===== src/hw/rab_pkg.sv =====
// package: register map, field positions and timing for rt address/busy select
package rab_pkg;
    // ------------------------------------------------------------------
    // register byte offsets (wishbone, one word each)
    // ------------------------------------------------------------------
    localparam logic [7:0] OFF_CFG2 = 8'h00;
    localparam logic [7:0] OFF_CFG3 = 8'h04;
    localparam logic [7:0] OFF_CFG4 = 8'h08;
    localparam logic [7:0] OFF_CFG5 = 8'h0C;
    localparam logic [7:0] OFF_BUSY_BASE = 8'h20;
    localparam int BUSY_WORDS = 8;
    localparam int BUSY_IDX_W = 3;
    // ------------------------------------------------------------------
    // field positions
    // ------------------------------------------------------------------
    localparam int CFG2_LOOKUP_EN_BIT = 13;
    localparam int CFG3_ENH_BIT = 15;
    localparam int CFG4_SW_CAPTURE_BIT = 3;
    localparam int CFG5_BCAST_OFF_BIT = 7;
    localparam int CFG5_LATCH_SEL_BIT = 6;
    localparam int CFG5_ADDR_LSB = 1;
    localparam int CFG5_PAR_BIT = 0;
    localparam int IDX_BCAST_BIT = 2;
    localparam int IDX_TR_BIT = 1;
    localparam int IDX_SA_MSB_BIT = 0;
    localparam logic [4:0] BCAST_ADDR = 5'h1F;
    localparam logic [15:0] BUSY_TABLE_BASE = 16'h0240;
    // ------------------------------------------------------------------
    // timing
    // ------------------------------------------------------------------
    localparam int CLK_MHZ = 50;
    localparam int SAMPLE_DELAY_NS = 2000;
    localparam int SAMPLE_DELAY_CYC = (SAMPLE_DELAY_NS * CLK_MHZ) / 1000;
    localparam int SAMPLE_CNT_W = 7;
    typedef enum logic [1:0] {MS_IDLE, MS_WAIT, MS_DONE} rab_match_t;
endpackage : rab_pkg


===== src/hw/rab_cmd_if.sv =====
// interface: command word handed from the matcher to the busy lookup
`timescale 1ns/1ps
interface rab_cmd_if;
    logic valid;
    logic bcast;
    logic tr;
    logic [4:0] subaddr;
    logic enable;
    logic busy;
    modport ctrl (output valid, output bcast, output tr, output subaddr,
                  output enable, input busy);
    modport lookup (input valid, input bcast, input tr, input subaddr,
                    input enable, output busy);
endinterface : rab_cmd_if


===== src/hw/rab_busy_lookup.sv =====
// module: per-subaddress busy bit selection from the lookup words
`timescale 1ns/1ps
module rab_busy_lookup
    import rab_pkg::*;
(
    // clock and reset
    input wire logic i_clk,
    input wire logic i_resetn,
    // table contents
    input wire logic [16*BUSY_WORDS-1:0] i_table,
    // command side
    rab_cmd_if.lookup cmd
);
    // ------------------------------------------------------------------
    // index and bit select
    // ------------------------------------------------------------------
    logic [BUSY_IDX_W-1:0] idx;
    logic [15:0] word_sel;
    logic hit;
    assign idx = {cmd.bcast, cmd.tr, cmd.subaddr[4]}; // RL16
    assign word_sel = i_table[16*idx +: 16]; // RL14 RL15
    assign hit = word_sel[cmd.subaddr[3:0]];

    logic busy_reg;
    always_ff @(posedge i_clk or negedge i_resetn) begin
        if (!i_resetn) begin
            busy_reg <= 1'b0;
        end else if (cmd.valid) begin
            busy_reg <= cmd.enable & hit; // RL17 RL18
        end
    end
    assign cmd.busy = busy_reg;
endmodule : rab_busy_lookup


===== src/hw/rab_addr_select.sv =====
// module: rt address hold, command match, broadcast and busy select
//
// The placing of the registers and the Wishbone slave port were left to the implementer.
`timescale 1ns/1ps
// Function
// (RL1) respond when address matches, parity odd
// (RL2) accept address 31 unless broadcast off
// (RL3) sample address 2 us after mid-parity
// (RL4) strap parity makes odd ones count
// (RL5) latch-select low hardwired, high latched
// (RL6) cfg5 reads latch-select and held address; the code returns both only while enhanced mode is set
// (RL7) hardwired mode tracks inputs continuously
// (RL8) latch-select rising edge loads latch
// (RL9) cfg5 write loads latch when enabled
// (RL10) host avoids capture in zero-wait mode
// (RL11) master clear zeroes latch and parity
// (RL12) soft and mode reset keep latch
// (RL13) board wires straps onto data bits
// (RL14) low word bit n marks subaddress n
// (RL15) high word bit n marks n plus 16
// (RL16) index from broadcast, t/r, subaddress msb
// (RL17) lookup only enhanced with enable set
// (RL18) selected bit one sets busy status
// (RL19) compare against inputs or latch by mode
module rab_addr_select
    import rab_pkg::*;
(
    // clock and reset
    input wire logic I_CLK,
    input wire logic I_RESETN,
    // wishbone slave
    input wire logic I_WB_CYC,
    input wire logic I_WB_STB,
    input wire logic I_WB_WE,
    input wire logic [7:0] I_WB_ADR,
    input wire logic [3:0] I_WB_SEL,
    input wire logic [31:0] I_WB_DAT,
    output logic [31:0] O_WB_DAT,
    output logic O_WB_ACK,
    // straps
    input wire logic [4:0] I_TERM_ADDR_IN,
    input wire logic I_TERM_ADDR_PARITY_IN,
    input wire logic I_ADDR_LATCH_SELECT,
    input wire logic I_MASTER_CLEAR_N,
    // decoded command
    input wire logic I_CMD_STROBE,
    input wire logic [4:0] I_CMD_ADDR,
    input wire logic I_CMD_TR,
    input wire logic [4:0] I_CMD_SUBADDR,
    // result
    output logic O_MATCH_VALID,
    output logic O_OWN_MATCH,
    output logic O_BCAST_MATCH,
    output logic O_BUSY,
    output logic [5:0] O_HELD_ADDR
);
    // ------------------------------------------------------------------
    // register bus
    // ------------------------------------------------------------------
    logic [15:0] cfg2_reg;
    logic [15:0] cfg3_reg;
    logic [15:0] cfg4_reg;
    logic cfg5_bcast_off_reg;
    logic [15:0] busy_reg [BUSY_WORDS];
    logic ack_reg;
    logic [31:0] rdat_reg;
    logic req;
    logic wr;
    logic busy_hit;
    logic [BUSY_IDX_W-1:0] busy_wr_idx;
    assign req = I_WB_CYC & I_WB_STB & ~ack_reg;
    assign wr = req & I_WB_WE;
    assign busy_hit = (I_WB_ADR >= OFF_BUSY_BASE) &&
        (I_WB_ADR < OFF_BUSY_BASE + 8'(4 * BUSY_WORDS)) &&
        (I_WB_ADR[1:0] == 2'h0);
    assign busy_wr_idx = BUSY_IDX_W'((I_WB_ADR - OFF_BUSY_BASE) >> 2);

    logic enh;
    logic sw_capture_en;
    logic lookup_en;
    assign enh = cfg3_reg[CFG3_ENH_BIT];
    assign sw_capture_en = cfg4_reg[CFG4_SW_CAPTURE_BIT];
    assign lookup_en = enh & cfg2_reg[CFG2_LOOKUP_EN_BIT];

    // soft reset elsewhere never reaches these; only the bus reset does
    always_ff @(posedge I_CLK or negedge I_RESETN) begin
        if (!I_RESETN) begin
            cfg2_reg <= 16'h0000;
            cfg3_reg <= 16'h0000;
            cfg4_reg <= 16'h0000;
            cfg5_bcast_off_reg <= 1'b0;
        end else if (wr) begin
            if (I_WB_ADR == OFF_CFG2 && I_WB_SEL[1:0] == 2'h3) begin
                cfg2_reg <= I_WB_DAT[15:0];
            end
            if (I_WB_ADR == OFF_CFG3 && I_WB_SEL[1:0] == 2'h3) begin
                cfg3_reg <= I_WB_DAT[15:0];
            end
            if (I_WB_ADR == OFF_CFG4 && I_WB_SEL[1:0] == 2'h3) begin
                cfg4_reg <= I_WB_DAT[15:0];
            end
            if (I_WB_ADR == OFF_CFG5 && I_WB_SEL[0]) begin
                cfg5_bcast_off_reg <= I_WB_DAT[CFG5_BCAST_OFF_BIT];
            end
        end
    end

    genvar gi;
    generate
        for (gi = 0; gi < BUSY_WORDS; gi++) begin : g_busy
            always_ff @(posedge I_CLK or negedge I_RESETN) begin
                if (!I_RESETN) begin
                    busy_reg[gi] <= 16'h0000;
                end else if (wr && busy_hit && busy_wr_idx == gi
                             && I_WB_SEL[1:0] == 2'h3) begin
                    busy_reg[gi] <= I_WB_DAT[15:0];
                end
            end
        end
    endgenerate

    logic [16*BUSY_WORDS-1:0] table_flat;
    always_comb begin
        table_flat = '0;
        for (int k = 0; k < BUSY_WORDS; k++) begin
            table_flat[16*k +: 16] = busy_reg[k];
        end
    end

    // ------------------------------------------------------------------
    // address latch
    // ------------------------------------------------------------------
    logic [5:0] latch_reg;
    logic sel_prev_reg;
    logic latch_mode;
    logic sel_rise;
    logic cfg5_write;
    logic [5:0] strap;
    assign latch_mode = I_ADDR_LATCH_SELECT; // RL5
    assign strap = {I_TERM_ADDR_IN, I_TERM_ADDR_PARITY_IN};
    assign sel_rise = I_ADDR_LATCH_SELECT & ~sel_prev_reg;
    assign cfg5_write = wr && I_WB_ADR == OFF_CFG5;

    always_ff @(posedge I_CLK or negedge I_RESETN) begin
        if (!I_RESETN) begin
            sel_prev_reg <= 1'b1;
        end else begin
            sel_prev_reg <= I_ADDR_LATCH_SELECT;
        end
    end

    // master clear is its own reset: bus-side soft resets leave it alone
    always_ff @(posedge I_CLK or negedge I_MASTER_CLEAR_N) begin
        if (!I_MASTER_CLEAR_N) begin
            latch_reg <= 6'h00; // RL11 RL12
        end else if (sel_rise) begin
            latch_reg <= strap; // RL8
        end else if (cfg5_write && enh && sw_capture_en) begin
            latch_reg <= strap; // RL9
        end
    end

    logic [5:0] held;
    assign held = latch_mode ? latch_reg : strap; // RL7 RL19
    assign O_HELD_ADDR = held;

    // read data registered; reads of unmapped offsets return zero
    always_ff @(posedge I_CLK or negedge I_RESETN) begin
        if (!I_RESETN) begin
            ack_reg <= 1'b0;
            rdat_reg <= 32'h0000_0000;
        end else begin
            ack_reg <= req;
            rdat_reg <= 32'h0000_0000;
            if (req && !I_WB_WE) begin
                if (I_WB_ADR == OFF_CFG2) begin
                    rdat_reg[15:0] <= cfg2_reg;
                end else if (I_WB_ADR == OFF_CFG3) begin
                    rdat_reg[15:0] <= cfg3_reg;
                end else if (I_WB_ADR == OFF_CFG4) begin
                    rdat_reg[15:0] <= cfg4_reg;
                end else if (I_WB_ADR == OFF_CFG5) begin
                    rdat_reg[CFG5_BCAST_OFF_BIT] <= cfg5_bcast_off_reg;
                    if (enh) begin
                        rdat_reg[CFG5_LATCH_SEL_BIT] <= latch_mode; // RL6
                        rdat_reg[5:0] <= held; // RL6
                    end
                end else if (busy_hit) begin
                    rdat_reg[15:0] <= busy_reg[busy_wr_idx];
                end
            end
        end
    end
    assign O_WB_ACK = ack_reg;
    assign O_WB_DAT = rdat_reg;

    // ------------------------------------------------------------------
    // command match
    // ------------------------------------------------------------------
    rab_match_t state_reg;
    logic [SAMPLE_CNT_W-1:0] cnt_reg;
    logic [4:0] cmd_addr_reg;
    logic cmd_tr_reg;
    logic [4:0] cmd_sa_reg;
    logic own_reg;
    logic bc_reg;
    logic own_next;
    logic bc_next;
    logic sample;
    assign sample = state_reg == MS_WAIT &&
        cnt_reg == SAMPLE_CNT_W'(SAMPLE_DELAY_CYC - 1);
    assign own_next = (held[5:1] == cmd_addr_reg) && (^held) &&
        !(cmd_addr_reg == BCAST_ADDR && !cfg5_bcast_off_reg); // RL1
    assign bc_next = cmd_addr_reg == BCAST_ADDR && !cfg5_bcast_off_reg; // RL2

    // a new command restarts the wait, superseding the one in flight
    always_ff @(posedge I_CLK or negedge I_RESETN) begin
        if (!I_RESETN) begin
            state_reg <= MS_IDLE;
            cnt_reg <= '0;
            cmd_addr_reg <= 5'h00;
            cmd_tr_reg <= 1'b0;
            cmd_sa_reg <= 5'h00;
        end else if (I_CMD_STROBE) begin
            state_reg <= MS_WAIT;
            cnt_reg <= '0;
            cmd_addr_reg <= I_CMD_ADDR;
            cmd_tr_reg <= I_CMD_TR;
            cmd_sa_reg <= I_CMD_SUBADDR;
        end else begin
            case (state_reg)
                MS_IDLE: begin
                    cnt_reg <= '0;
                end
                MS_WAIT: begin
                    cnt_reg <= cnt_reg + 1'b1; // RL3
                    if (sample) begin
                        state_reg <= MS_DONE;
                    end
                end
                MS_DONE: begin
                    state_reg <= MS_IDLE;
                end
                default: begin
                    state_reg <= MS_IDLE;
                end
            endcase
        end
    end

    always_ff @(posedge I_CLK or negedge I_RESETN) begin
        if (!I_RESETN) begin
            own_reg <= 1'b0;
            bc_reg <= 1'b0;
        end else if (sample && !I_CMD_STROBE) begin
            own_reg <= own_next;
            bc_reg <= bc_next;
        end
    end
    assign O_MATCH_VALID = state_reg == MS_DONE;
    assign O_OWN_MATCH = own_reg;
    assign O_BCAST_MATCH = bc_reg;

    // ------------------------------------------------------------------
    // busy lookup
    // ------------------------------------------------------------------
    rab_cmd_if cmd_bus ();
    assign cmd_bus.valid = sample && !I_CMD_STROBE;
    assign cmd_bus.bcast = bc_next;
    assign cmd_bus.tr = cmd_tr_reg;
    assign cmd_bus.subaddr = cmd_sa_reg;
    assign cmd_bus.enable = lookup_en; // RL17
    assign O_BUSY = cmd_bus.busy;

    rab_busy_lookup u_busy (
        .i_clk(I_CLK),
        .i_resetn(I_RESETN),
        .i_table(table_flat),
        .cmd(cmd_bus)
    );

    // quiet cycles since the last strobe; saturates so a long idle never
    // wraps back onto the sample count
    logic [7:0] quiet_reg;
    always_ff @(posedge I_CLK or negedge I_RESETN) begin
        if (!I_RESETN) begin
            quiet_reg <= 8'hFF;
        end else if (I_CMD_STROBE) begin
            quiet_reg <= 8'h00;
        end else if (quiet_reg != 8'hFF) begin
            quiet_reg <= quiet_reg + 8'h01;
        end
    end
endmodule : rab_addr_select


===== config.mk =====
export PLATFORM = sky130hd
export DESIGN_NAME = rab_addr_select
export DESIGN_NICKNAME = d
export VERILOG_FILES = /design/src/hw/rab_pkg.sv /design/src/hw/rab_cmd_if.sv /design/src/hw/rab_busy_lookup.sv /design/src/hw/rab_addr_select.sv
export SDC_FILE = /design/constraint.sdc
export NUM_CORES = 1
export LEC_CHECK = 0
export ABC_AREA = 1
export BUFFER_PORTS_ARGS = -buffer_cell sky130_fd_sc_hd__buf_2
export CAP_MARGIN = 30
export CORE_UTILIZATION = 60
export CTS_CLUSTER_SIZE = 30
export DETAILED_ROUTE_END_ITERATION = 16
export PLACE_DENSITY = 0.77
export SYNTH_ARGS = -nofsm -noshare
export SYNTH_HDL_FRONTEND = slang
export SYNTH_SLANG_ARGS = --single-unit

===== constraint.sdc =====
create_clock -name I_CLK -period 3.8 [get_ports I_CLK]
set_input_delay 0.38 -clock I_CLK [delete_from_list [all_inputs] [get_ports I_CLK]]
set_output_delay 0.38 -clock I_CLK [all_outputs]
set_load 0.05 [all_outputs]

Word level (Yosys, flattened, before mapping). Index checks and enable logic that the tools add are counted.

Add/sub/neg operators: 2. $lt $le $gt $ge: 4. Eq/ne operators: 18. Shifts and indexed selects: 1. Muxes and demuxes: 21. Bitwise gates (word level): 9. Reduce and logical (&&, ||, !) cells: 48.

Operators by type and width (count): 128-bit by 8-bit indexed part select with 16-bit output (1); 16-bit 2-to-1 mux (7); 16-bit binary-select mux with 3-bit select (1); 1-bit logical AND (32); 6-bit 2-to-1 mux (3); 8-bit by 4-bit equality test with 1-bit output (second input constant) (2); 8-bit 2-to-1 mux (2); 7-bit 2-to-1 mux (2); 7-bit one-hot mux with 2 select lines (1); 3-bit equality test (second input constant) (4); 2-bit AND reduction (5); 8-bit by 3-bit equality test with 1-bit output (second input constant) (1); 8-bit by 6-bit greater-or-equal comparator with 1-bit output (second input constant) (1); 8-bit logical NOT (1); 8-bit by 7-bit < comparator with 1-bit output (second input constant) (1); 7-bit by 1-bit adder with 7-bit output (second input constant) (1); 7-bit equality test (second input constant) (1); 1-bit bitwise AND (6); 3-bit by 2-bit equality test with 1-bit output (second input constant) (2); 6-bit XOR reduction (1); 5-bit equality test (1); 5-bit equality test (second input constant) (1); 4-bit by 5-bit < comparator with 1-bit output (second input constant) (1); 5-bit by 1-bit subtractor with 5-bit output (second input constant) (1); other kinds (17) (24).

Flip-flop bits (word level): 224. Input bits: 69. Output and inout port bits: 43. Word-level logic and storage cells: 127.

Depth between registers and ports, before layout. Gate-level depths: netlist of the first run.

Depth in word-level cells: 11. Depth in mapped cells: 13. Mapped depth without buffers: 12.

By module. From an unflattened synthesis of the first run, not the netlist that was laid out.

Cells, all modules: 1703. Area, all modules: 12066.6 um^2.

By module, submodules not included: rab_addr_select (instances 1, cells each 1408, area an instance 10699.0 um^2, sequential area each 5581.6 um^2); rab_busy_lookup (instances 1, cells each 295, area an instance 1367.6 um^2, sequential area each 25.0 um^2).

Least setup slack after synthesis of the first run. Ideal clock, no wire load.

Path kind: register -> register. From: register ack_reg, in the netlist O_WB_ACK. To: register busy_reg[105] in the netlist's numbering. Library setup time: 0.135 ns. Data arrival time: 1.800 ns. Required time: 3.665 ns. Slack: 1.865 ns. Cell stages (with the launch flop): 8. Buffers on the path: 1. Period minus slack after synthesis: 1.935 ns. Cell sequence: dfrtp_1 > nor3_2 > nand2_1 > nor4_4 > nand3_1 > clkbuf_1 > nand2_1 > o21ai_0.

Longest elaborated chain between the ends: 6.

RTL lines: from (decl) (RTL line rab_addr_select.sv:65) `logic ack_reg;`; from (signal assigned) (RTL line rab_addr_select.sv:173) `ack_reg <= req;`; 1-bit inverter (RTL line rab_addr_select.sv:71) `assign req = I_WB_CYC & I_WB_STB & ~ack_reg;`; 1-bit bitwise AND (RTL line rab_addr_select.sv:71); via req (RTL line rab_addr_select.sv:67) `logic req;`; 1-bit bitwise AND (RTL line rab_addr_select.sv:72) `assign wr = req & I_WB_WE;`; 1-bit logical AND (2 in series) (RTL line rab_addr_select.sv:114) `end else if (wr && busy_hit && busy_wr_idx == gi`; 1-bit logical AND (RTL line rab_addr_select.sv:115) `&& I_WB_SEL[1:0] == 2'h3) begin`; to (signal, indexed assignment) (RTL line rab_addr_select.sv:116) `busy_reg[gi] <= I_WB_DAT[15:0];`; to (decl) (RTL line rab_addr_select.sv:64) `logic [15:0] busy_reg [BUSY_WORDS];`.

The timed path passes the listed nets, and every way through them passes these cells. A chain may end at the register's enable or synchronous reset.

Final worst setup path of the first run.
From: input port I_WB_ADR[7]. To: register cfg2_reg[15].

Longest elaborated chain between the ends: 3.

RTL lines: from (decl) (RTL line rab_addr_select.sv:35) `input wire logic [7:0] I_WB_ADR,`; 8-bit logical NOT (RTL line rab_addr_select.sv:93) `if (I_WB_ADR == OFF_CFG2 && I_WB_SEL[1:0] == 2'h3) begin`; 1-bit logical AND (RTL line rab_addr_select.sv:93); 2-bit AND reduction (no line); to (signal assigned) (RTL line rab_addr_select.sv:94) `cfg2_reg <= I_WB_DAT[15:0];`; to (decl) (RTL line rab_addr_select.sv:60) `logic [15:0] cfg2_reg;`.

Every way passes these cells.

==> results of run 1 <==
-- placed cells by master (no fill, tap or decap), types with 2 or more instances in the layout --
| cell type | count |
|---|---|
| o211ai_1 | 12 |
| nor3_2 | 2 |
| nor2_2 | 5 |
| nor2_1 | 126 |
| clkinv_1 | 2 |
| o31ai_1 | 4 |
| nand2_1 | 349 |
| conb_1 | 16 |
| clkbuf_8 | 6 |
| clkbuf_16 | 25 |
| buf_2 | 76 |
| clkinv_2 | 4 |
| or2_2 | 13 |
| o2111ai_1 | 8 |
| clkbuf_1 | 6 |
| o22ai_1 | 28 |
| nand3_1 | 160 |
| buf_4 | 26 |
| nand4_1 | 9 |
| o221ai_1 | 7 |
| xnor2_1 | 5 |
| nor3_1 | 3 |
| o21ai_1 | 5 |
| mux2i_1 | 2 |
| o21ai_0 | 169 |
| xor2_1 | 3 |
| inv_1 | 150 |
| dfrtp_1 | 222 |
| dlygate4sd3_1 | 2 |
| a21oi_1 | 85 |
-- power by group --
part           switching [mW]  internal (mW)
logic                   0.420          0.147
registers              0.0250           2.42
clock network           0.945           1.39
-- cells by family (layout without fill, tap and decap cells) --
family / Yosys count / after routing
AOI/OAI and AO/OA: 318 / 318
xor gates and xnor gates: 8 / 8
adders and majority gates: 1 / 1
buffers and inverters: 270 / 302
DFF: 224 / 224
muxes: 2 / 2
other: 1 / 17
and+or+nand+nor: 670 / 670
-- final cells by class --
type | count | area share
Antenna cell | 1 | 0.000198
Tap cell | 229 | 0.0227
Timing Repair Buffer | 106 | 0.0500
Inverter | 153 | 0.0455
Sequential cell | 224 | 0.445
Clock inverter | 6 | 0.00466
Clock buffer | 37 | 0.0580
Multi-Input combinational cell | 1015 | 0.374
-- worst min-delay path by stage --
stage / from / endpoint / slack (ns)
after detailed placement: I_MASTER_CLEAR_N / latch_reg[3] / 0.21
after floorplan: I_RESETN / O_BCAST_MATCH / 0.08
final: I_CMD_SUBADDR[4] / cmd_bus.subaddr[4] / 0.07
after global routing: I_CMD_SUBADDR[4] / cmd_bus.subaddr[4] / 0.07
after global placement: I_MASTER_CLEAR_N / latch_reg[3] / 0.21
after CTS: I_CMD_SUBADDR[4] / cmd_bus.subaddr[4] / 0.06
-- metal layers --
metal  GRT usage  share of wire
met5           0        0.00040
met4       0.153          0.041
met3      0.0733           0.10
met2       0.540           0.45
met1       0.467           0.40
-- metrics by stage --
step	cells	hold slack [ns]	worst slack, ns	power [mW]
after floorplan	1509	0.0844	1.87	2.84
after global placement	1725	0.209	0.964	3.03
after detailed placement	1725	0.211	0.809	3.04
after CTS	1770	0.0613	1.34	5.35
after global routing	1770	0.0726	1.11	5.52
final	1771	0.0683	1.29	5.34
-- worst reg2reg max path, cell delays in order, from the launching register on --
cell     delay (ns)
dfrtp_1        0.43
nor2_1         0.15
inv_1          0.07
nor2_2         0.84
nand3_1        0.23
nand3_1        0.14
nand3_1        0.17
nand3_1        0.13
nand2_1        0.11
nand2_1        0.08
nand3_1        0.07
nand2_1        0.05
-- timing repair --
item,CTS,global route
setup endpoints to repair,0,0
endpoints found under the hold margin,100,0
hold buffers,2,0
==> impl_metrics.env, run 1 <==
export IMPL_run_status="finished, final reports clean"
export IMPL_crit_path_max_incr_delay_ns=0.75
export IMPL_grt_ovfl_total=0
export IMPL_hpwlAfterDp_um=21000
export IMPL_crit_path_start_kind="input pin"
export IMPL_rrSetupSlack_ns=1.29
export IMPL_startpoint="I_WB_ADR[7]"
export IMPL_crit_buf_inv=1
export IMPL_grt_usage=0.346
export IMPL_worst_pin_slew_ns=1.09
export IMPL_fin_crit_sh=0.661
export IMPL_yosys_warnings=0
export IMPL_drive_above_1_share=0.108
export IMPL_yosysUniqueCellTypes=31
export IMPL_num_fill_cells=1500
export IMPL_cp_depth=8
export IMPL_largest_reg_flops=128
export IMPL_numCtsBuffers=25
export IMPL_synthMuxAreaShare=0.00176
export IMPL_final_util=0.690
export IMPL_critical_path_top_delay_family="simple AND/OR/NAND/NOR gates"
export IMPL_final_setup_skew_ns=0.0128
export IMPL_worstPathMaxFanout=32
export IMPL_avgSynthCellArea_um2=7.60
export IMPL_cts_htree_levels=1
export IMPL_drtIter0Drc=1046
export IMPL_numPortBuffers=77
export IMPL_ys_seq_area_frac=0.494
export IMPL_fmax_mhz=398
export IMPL_yosys_top_cells_count="nand2_1, dfrtp_1, o21ai_0"
export IMPL_finalHoldViolCount=0
export IMPL_start_util=0.622
export IMPL_ys_seq_elements=224
export IMPL_multiInputGateArea_mm2=0.00472
export IMPL_synth_top_area_frac=0.491
export IMPL_post_route_drc_count=0
export IMPL_worstHoldPathCells=3
export IMPL_synth_compound_area_share=0.152
export IMPL_die_w_um=140
export IMPL_die_area_mm2=0.0195
export IMPL_ioPinCount=112
export IMPL_worstReg2RegStart="cfg5_bcast_off_reg"
export IMPL_synth_edf_count=0
export IMPL_synth_top_family_by_area="simple AND/OR/NAND/NOR gates"
export IMPL_cts_sinks=224
export IMPL_ant_nets=0
export IMPL_vias_per_cell=5.94
export IMPL_synth_simple_area_share=0.248
export IMPL_synth_xor_xnor_area_share=0.00617
export IMPL_synth_area_mm2=0.0114
export IMPL_synth_adder_area_share=0.00110
export IMPL_cp_data_arrival_time_ns=2.86
export IMPL_synthCells=1494
export IMPL_hp_class="input pin to flop"
export IMPL_firstDrtPassIters=5
export IMPL_cts_root_buffer="clkbuf_16"
export IMPL_ys_flop_type="dfrtp_1"
export IMPL_criticalPathCategory="input pin to flop"
export IMPL_grt_pass1_vias=9741
export IMPL_dieHeight_um=140
export IMPL_max_slew_margin_rel=0.273
export IMPL_avgRoutedWirePerCell_um=18.5
export IMPL_grt_pass1_wl_um=52100
export IMPL_p_per_area_mw_per_mm2=424
export IMPL_required_ns=4.15
export IMPL_clock_path_buffers=3
export IMPL_place_congestion=0.915
export IMPL_cp_endpoint="cfg2_reg[15]"
export IMPL_grt_max_degree=100
export IMPL_critPathSlowestCell="nand2_1"
export IMPL_clkTransAtPathRegs_ns=0.06
export IMPL_rsz0062_at_grt="false"
export IMPL_cts_tree="built"
export IMPL_yosysMostFrequentCell="nand2_1"
export IMPL_rows=49
export IMPL_via_count=10500
export IMPL_setup_viol=0
export IMPL_rr_endpoint="u_busy.cmd.busy"
export IMPL_register_area_mm2=0.00561
export IMPL_maxSlewViolCount=0
export IMPL_async_reset_ff_frac=1.00
export IMPL_maxCapViolations=0
export IMPL_clock_latency_ns=0.52
export IMPL_synth_area_leaders="dfrtp_1, nand2_1, o21ai_0, nand3_1, inv_1"
export IMPL_tns_ns=0
export IMPL_min_period_ns=2.51
export IMPL_antenna_found_initial=2
export IMPL_place_area_mm2=0.0118
export IMPL_worst_path_most_repeated_cell="nand2_1"
export IMPL_post_synth_top_area_cell="dfrtp_1"
export IMPL_wl_um=32800
export IMPL_final_area_mm2=0.0126
export IMPL_nets=1595
export IMPL_worstPathCellList="buf_2 -> or2_1 -> nor3_2 -> nand2_1 -> nor2_2 -> nand2_1 -> nand2_1 -> o21ai_0"
export IMPL_cts_resized=0
export IMPL_area_delta_synth_final_pct=11.0
export IMPL_ir_drop_uv=438
export IMPL_ff2ff_path_depth=11
export IMPL_core_area_mm2=0.0183
export IMPL_cp_end_kind="flop"
export IMPL_cts_setup_buffers=0
export IMPL_leakagePower_nw=6.63
Power figures use the tool's default switching activity.
==> run 2: changes to the inputs <==
==> constraint.sdc (replaced) <==
create_clock -name I_CLK -period 2.32 [get_ports I_CLK]
set_input_delay 0.232 -clock I_CLK [delete_from_list [all_inputs] [get_ports I_CLK]]
set_output_delay 0.232 -clock I_CLK [all_outputs]
set_load 0.05 [all_outputs]
==> run 2 against run 1 <==
Net effect:
- hold slack got worse by 0.048 ns
- combinational power rose by 83%
- wire length rose by 3.5%
- first-iteration DRC count rose by 26%
- setup slack got worse by 1.2 ns
- critical path depth fell by 3
- global-route usage rose by 1.3 points
- die area did not move
- via count rose by 2.0%
- clock power rose by 70%
==> impl_metrics.env, run 2 (synthesized netlist as in run 1, its figures left out) <==
export IMPL_critPathSlowestCell="o21ai_0"
export IMPL_cts_htree_levels=1
export IMPL_layout_commonest_cell="nand2_1"
export IMPL_cp_end_kind="output pin"
export IMPL_worst_path_most_repeated_cell="buf_2"
export IMPL_worstPathCellList="dlygate4sd3_1 -> buf_2 -> o21ai_0 -> inv_1 -> buf_2"
export IMPL_run_status="finished, final reports clean"
export IMPL_final_area_mm2=0.0133
export IMPL_fin_cells=1831
export IMPL_cts_root_buffer="clkbuf_16"
export IMPL_start_util=0.622
export IMPL_register_area_mm2=0.00561
export IMPL_crit_path_start_kind="input pin"
export IMPL_startpoint="I_ADDR_LATCH_SELECT"
export IMPL_finalHoldViolCount=0
export IMPL_die_area_mm2=0.0195
export IMPL_worstPathMaxFanout=15
export IMPL_antenna_found_initial=0
export IMPL_drtIter0Drc=1320
export IMPL_fin_crit_sh=0.946
export IMPL_die_w_um=140
export IMPL_pre_cts_ws_ns=-0.00597
export IMPL_rr_endpoint="busy_reg[82]"
export IMPL_dieHeight_um=140
export IMPL_final_setup_skew_ns=0.0175
export IMPL_multiInputGateArea_mm2=0.00471
export IMPL_grt_max_degree=84
export IMPL_grt_pass1_wl_um=54300
export IMPL_dp_cells=1763
export IMPL_ioPinCount=112
export IMPL_criticalPathCategory="input pin to output pin"
export IMPL_avgRoutedWirePerCell_um=18.5
export IMPL_p_per_area_mw_per_mm2=678
export IMPL_ir_drop_uv=711
export IMPL_clock_latency_ns=0.52
export IMPL_worstReg2RegStart="O_WB_ACK"
export IMPL_maxCapViolations=0
export IMPL_worst_pin_slew_ns=0.715
export IMPL_numPortBuffers=77
export IMPL_crit_path_max_incr_delay_ns=0.61
export IMPL_hpwlAfterDp_um=22400
export IMPL_leakagePower_nw=6.96
export IMPL_cp_endpoint="O_HELD_ADDR[1]"
export IMPL_drive_above_1_share=0.128
export IMPL_firstDrtPassIters=6
export IMPL_ff2ff_path_depth=7
export IMPL_rsz0062_at_grt="false"
export IMPL_vias_per_cell=5.86
export IMPL_fmax_mhz=456
export IMPL_clock_path_buffers=3
export IMPL_wl_um=34000
export IMPL_place_congestion=0.935
export IMPL_min_period_ns=2.19
export IMPL_place_area_mm2=0.0122
export IMPL_maxSlewViolCount=0
export IMPL_largest_reg_flops=128
export IMPL_core_area_mm2=0.0183
export IMPL_setup_viol=0
export IMPL_grt_ovfl_total=0
export IMPL_rrSetupSlack_ns=0.29
export IMPL_nets=1653
export IMPL_hp_class="input pin to flop"
export IMPL_required_ns=2.09
export IMPL_num_fill_cells=1414
export IMPL_rows=49
export IMPL_ant_nets=0
export IMPL_via_count=10700
export IMPL_numCtsBuffers=25
export IMPL_grt_usage=0.358
export IMPL_max_slew_margin_rel=0.518
export IMPL_worst_slack_ns=0.126
export IMPL_post_route_drc_count=0
export IMPL_final_util=0.726
export IMPL_tns_ns=0
export IMPL_cts_sinks=224
export IMPL_clkTransAtPathRegs_ns=0.06
export IMPL_final_cell_mix="nand2_1, dfrtp_1, o21ai_0"
export IMPL_cp_data_arrival_time_ns=1.96
export IMPL_cts_tree="built"
export IMPL_grt_pass1_vias=10300
export IMPL_area_delta_synth_final_pct=16.8
==> run 2: worst min-delay path by stage <==
stage / cells past startpoint / start / end / slack, ns
2_1_floorplan: 0 / I_RESETN / O_BCAST_MATCH / -0.06
3_3_place_gp: 1 / I_MASTER_CLEAR_N / latch_reg[3] / 0.06
6_report: 3 / I_WB_DAT[7] / cfg5_bcast_off_reg / 0.02
5_1_grt: 3 / I_WB_DAT[7] / cfg5_bcast_off_reg / 0.04
3_5_place_dp: 1 / I_MASTER_CLEAR_N / latch_reg[3] / 0.06
4_1_cts: 3 / I_WB_DAT[7] / cfg5_bcast_off_reg / 0.01
==> run 2: area by class of cell <==
type                            count  share of cell area
Sequential cell                   224               0.423
Multi-Input combinational cell   1015               0.355
Timing Repair Buffer              164              0.0945
Clock buffer                       41              0.0592
Inverter                          153              0.0433
Tap cell                          229              0.0216
Clock inverter                      4             0.00358
Antenna cell                        1            0.000189
==> run 2: worst max-delay path, delay by kind of cell <==
family / cells / cell delay (ns)
buffers and inverters: 4 / 1.12
AO/OA/AOI/OAI: 1 / 0.61
==> run 2: report_power, final <==
| group | internal, mW | leakage (nW) | switching [mW] | total (mW) |
|---|---|---|---|---|
| combinational | 0.315 | 3.47 | 0.725 | 1.04 |
| sequential | 3.96 | 3.08 | 0.0325 | 3.99 |
| clock | 2.41 | 0.409 | 1.56 | 3.96 |
| total | 6.68 | 6.96 | 2.31 | 8.99 |
==> run 2: per-layer routing <==
metal / routed length, µm / GRT usage / part of all wire
met1: 13300 / 0.474 / 0.39
met2: 15400 / 0.564 / 0.45
met3: 3650 / 0.0812 / 0.11
met4: 1580 / 0.169 / 0.047
met5: 0 / 0 / 0
==> run 2: what timing repair did <==
item                                    4_1_cts  5_1_grt
hold buffers                                 22        0
endpoints found under the hold margin       103        0
buffers inserted                              0        0
gates resized for setup                       0        1
endpoints found under the setup margin        0        1
==> run 2: stage by stage <==
step / power, mW / hold slack, ns
after detailed placement: 5.04 / 0.0623
after global routing: 9.28 / 0.0375
final: 8.99 / 0.0198
after CTS: 9.00 / 0.0122
after floorplan: 4.66 / -0.0636
after global placement: 5.03 / 0.0616
==> run 3: changes to the inputs <==
--- a/config.mk
+++ b/config.mk
@@ -12,6 +12,7 @@
 export CTS_CLUSTER_SIZE = 30
 export DETAILED_ROUTE_END_ITERATION = 16
 export PLACE_DENSITY = 0.77
+export REMOVE_ABC_BUFFERS = 1
 export SYNTH_ARGS = -nofsm -noshare
 export SYNTH_HDL_FRONTEND = slang
 export SYNTH_SLANG_ARGS = --single-unit
==> run 3 against run 2 <==
Net effect:
- global-route usage is 1.2 points lower
- clock skew up 0.0078 ns
- critical path depth unchanged
- setup slack got worse by 0.0034 ns
- critical path type unchanged
- critical endpoint unchanged
- largest cell class unchanged
- largest power group unchanged
==> impl_metrics.env, run 3 (synthesized netlist as in run 1, its figures left out) <==
export IMPL_vias_per_cell=5.85
export IMPL_final_cell_mix="nand2_1, dfrtp_1, o21ai_0"
export IMPL_fin_cells=1821
export IMPL_required_ns=2.09
export IMPL_via_count=10700
export IMPL_ff2ff_path_depth=7
export IMPL_rrSetupSlack_ns=0.29
export IMPL_area_delta_synth_final_pct=15.5
export IMPL_die_area_mm2=0.0195
export IMPL_cp_data_arrival_time_ns=1.97
export IMPL_dr_wl_met2_um=14900
export IMPL_cts_root_buffer="clkbuf_16"
export IMPL_worst_path_most_repeated_cell="buf_2"
export IMPL_min_period_ns=2.20
export IMPL_pre_cts_ws_ns=0.275
export IMPL_crit_path_max_incr_delay_ns=0.58
export IMPL_worstPathMaxFanout=15
export IMPL_drive_above_1_share=0.123
export IMPL_tns_ns=0
export IMPL_fmax_mhz=455
export IMPL_register_area_mm2=0.00561
export IMPL_hold_slack_ns=0.0544
export IMPL_final_setup_skew_ns=0.0253
export IMPL_maxSlewViolCount=0
export IMPL_final_area_mm2=0.0131
export IMPL_rr_endpoint="busy_reg[62]"
export IMPL_multiInputGateArea_mm2=0.00471
export IMPL_final_util=0.718
export IMPL_clock_latency_ns=0.53
export IMPL_holdPathEnd="cfg5_bcast_off_reg"
export IMPL_worst_slack_ns=0.122
export IMPL_ir_drop_uv=490
export IMPL_antenna_cells=0
export IMPL_grt_ovfl_total=0
export IMPL_worstPathCellList="dlygate4sd3_1 -> buf_2 -> o21ai_0 -> inv_1 -> buf_2"
export IMPL_hpwlAfterDp_um=20700
export IMPL_hold_start="I_WB_SEL[0]"
export IMPL_dp_cells=1755
export IMPL_num_fill_cells=1472
export IMPL_p_per_area_mw_per_mm2=682
export IMPL_finalPower_mw=8.95
export IMPL_wl_met1_um=13700
export IMPL_fin_crit_sh=0.947
export IMPL_nets=1646
export IMPL_rows=49
export IMPL_grt_usage=0.347
export IMPL_place_area_mm2=0.0121
export IMPL_run_status="finished, final reports clean"
export IMPL_cp_end_kind="output pin"
export IMPL_finalHoldViolCount=0
export IMPL_numCtsBuffers=25
export IMPL_numPortBuffers=77
export IMPL_antenna_found_initial=1
export IMPL_cts_tree="built"
export IMPL_firstDrtPassIters=5
export IMPL_die_w_um=140
export IMPL_ant_nets=0
export IMPL_layout_commonest_cell="nand2_1"
export IMPL_worstReg2RegStart="O_WB_ACK"
export IMPL_dieHeight_um=140
export IMPL_wl_met3_um=3270
export IMPL_critPathSlowestCell="o21ai_0"
export IMPL_worst_pin_slew_ns=0.726
export IMPL_drtIter0Drc=990
export IMPL_wl_um=33000
export IMPL_grt_pass1_vias=9987
export IMPL_cts_sinks=224
export IMPL_avgRoutedWirePerCell_um=18.1
export IMPL_core_area_mm2=0.0183
export IMPL_cts_htree_levels=1
export IMPL_ioPinCount=112
export IMPL_grt_pass1_wl_um=52900
export IMPL_largest_reg_flops=128
export IMPL_start_util=0.622
export IMPL_hp_class="input pin to flop"
export IMPL_crit_path_start_kind="input pin"
export IMPL_rsz0062_at_grt="false"
export IMPL_grt_max_degree=76
export IMPL_leakagePower_nw=6.89
export IMPL_clkTransAtPathRegs_ns=0.05
export IMPL_max_slew_margin_rel=0.511
export IMPL_clock_path_buffers=3
export IMPL_cts_resized=0
export IMPL_maxCapViolations=0
export IMPL_place_congestion=0.868
export IMPL_top_layer="met4"
export IMPL_criticalPathCategory="input pin to output pin"
export IMPL_post_route_drc_count=0
export IMPL_worstHoldPathCells=3
export IMPL_setup_viol=0
## run 3: changes by cell type in the layout (fill, tap and decap cells not counted), moves of 2 or more
cell / change
buf_4: -2
clkbuf_8: -4
buf_12: -6
clkinv_2: +3
## run 3: final cells by class
class | count | share of cell area
Sequential cell | 224 | 0.428
Multi-Input combinational cell | 1015 | 0.359
Timing Repair Buffer | 157 | 0.0860
Clock buffer | 36 | 0.0554
Inverter | 153 | 0.0438
Tap cell | 229 | 0.0218
Clock inverter | 7 | 0.00649
## run 3: timing repair
item                                   4_1_cts  5_1_grt
setup endpoints to repair                    0        0
endpoints found under the hold margin       95        0
hold buffers                                23        0
setup buffers                                0        0
## run 3: worst max-delay path by stage
| stage | start | to | slack (ns) | cells past startpoint |
|---|---|---|---|---|
| 2_1_floorplan | cmd_bus.subaddr[4] | u_busy.cmd.busy | -0.51 | 11 |
| 3_3_place_gp | I_WB_ADR[3] | latch_reg[0] | 0.35 | 8 |
| 3_5_place_dp | I_WB_ADR[7] | O_WB_DAT[13] | 0.27 | 8 |
| 4_1_cts | I_ADDR_LATCH_SELECT | O_HELD_ADDR[1] | 0.20 | 5 |
| 5_1_grt | I_ADDR_LATCH_SELECT | O_HELD_ADDR[1] | 0.02 | 5 |
| 6_report | I_ADDR_LATCH_SELECT | O_HELD_ADDR[1] | 0.12 | 5 |
## run 3: per-layer routing
layer | vias to the layer above | GRT usage
li1 | 4991 | -
met1 | 5003 | 0.486
met2 | 556 | 0.546
met3 | 103 | 0.0616
met4 | 0 | 0.124
met5 | - | 0
## run 3: worst max-delay path, delay by kind of cell
family,cells,cell delay (ns)
AO/OA/AOI/OAI,1,0.58
buffers and inverters,4,1.14
## run 3: report_power, final
group	total (mW)	internal [mW]	switching [mW]	leakage, nW
clock	3.95	2.38	1.57	0.405
sequential	3.99	3.96	0.0350	3.08
combinational	1.00	0.299	0.706	3.41
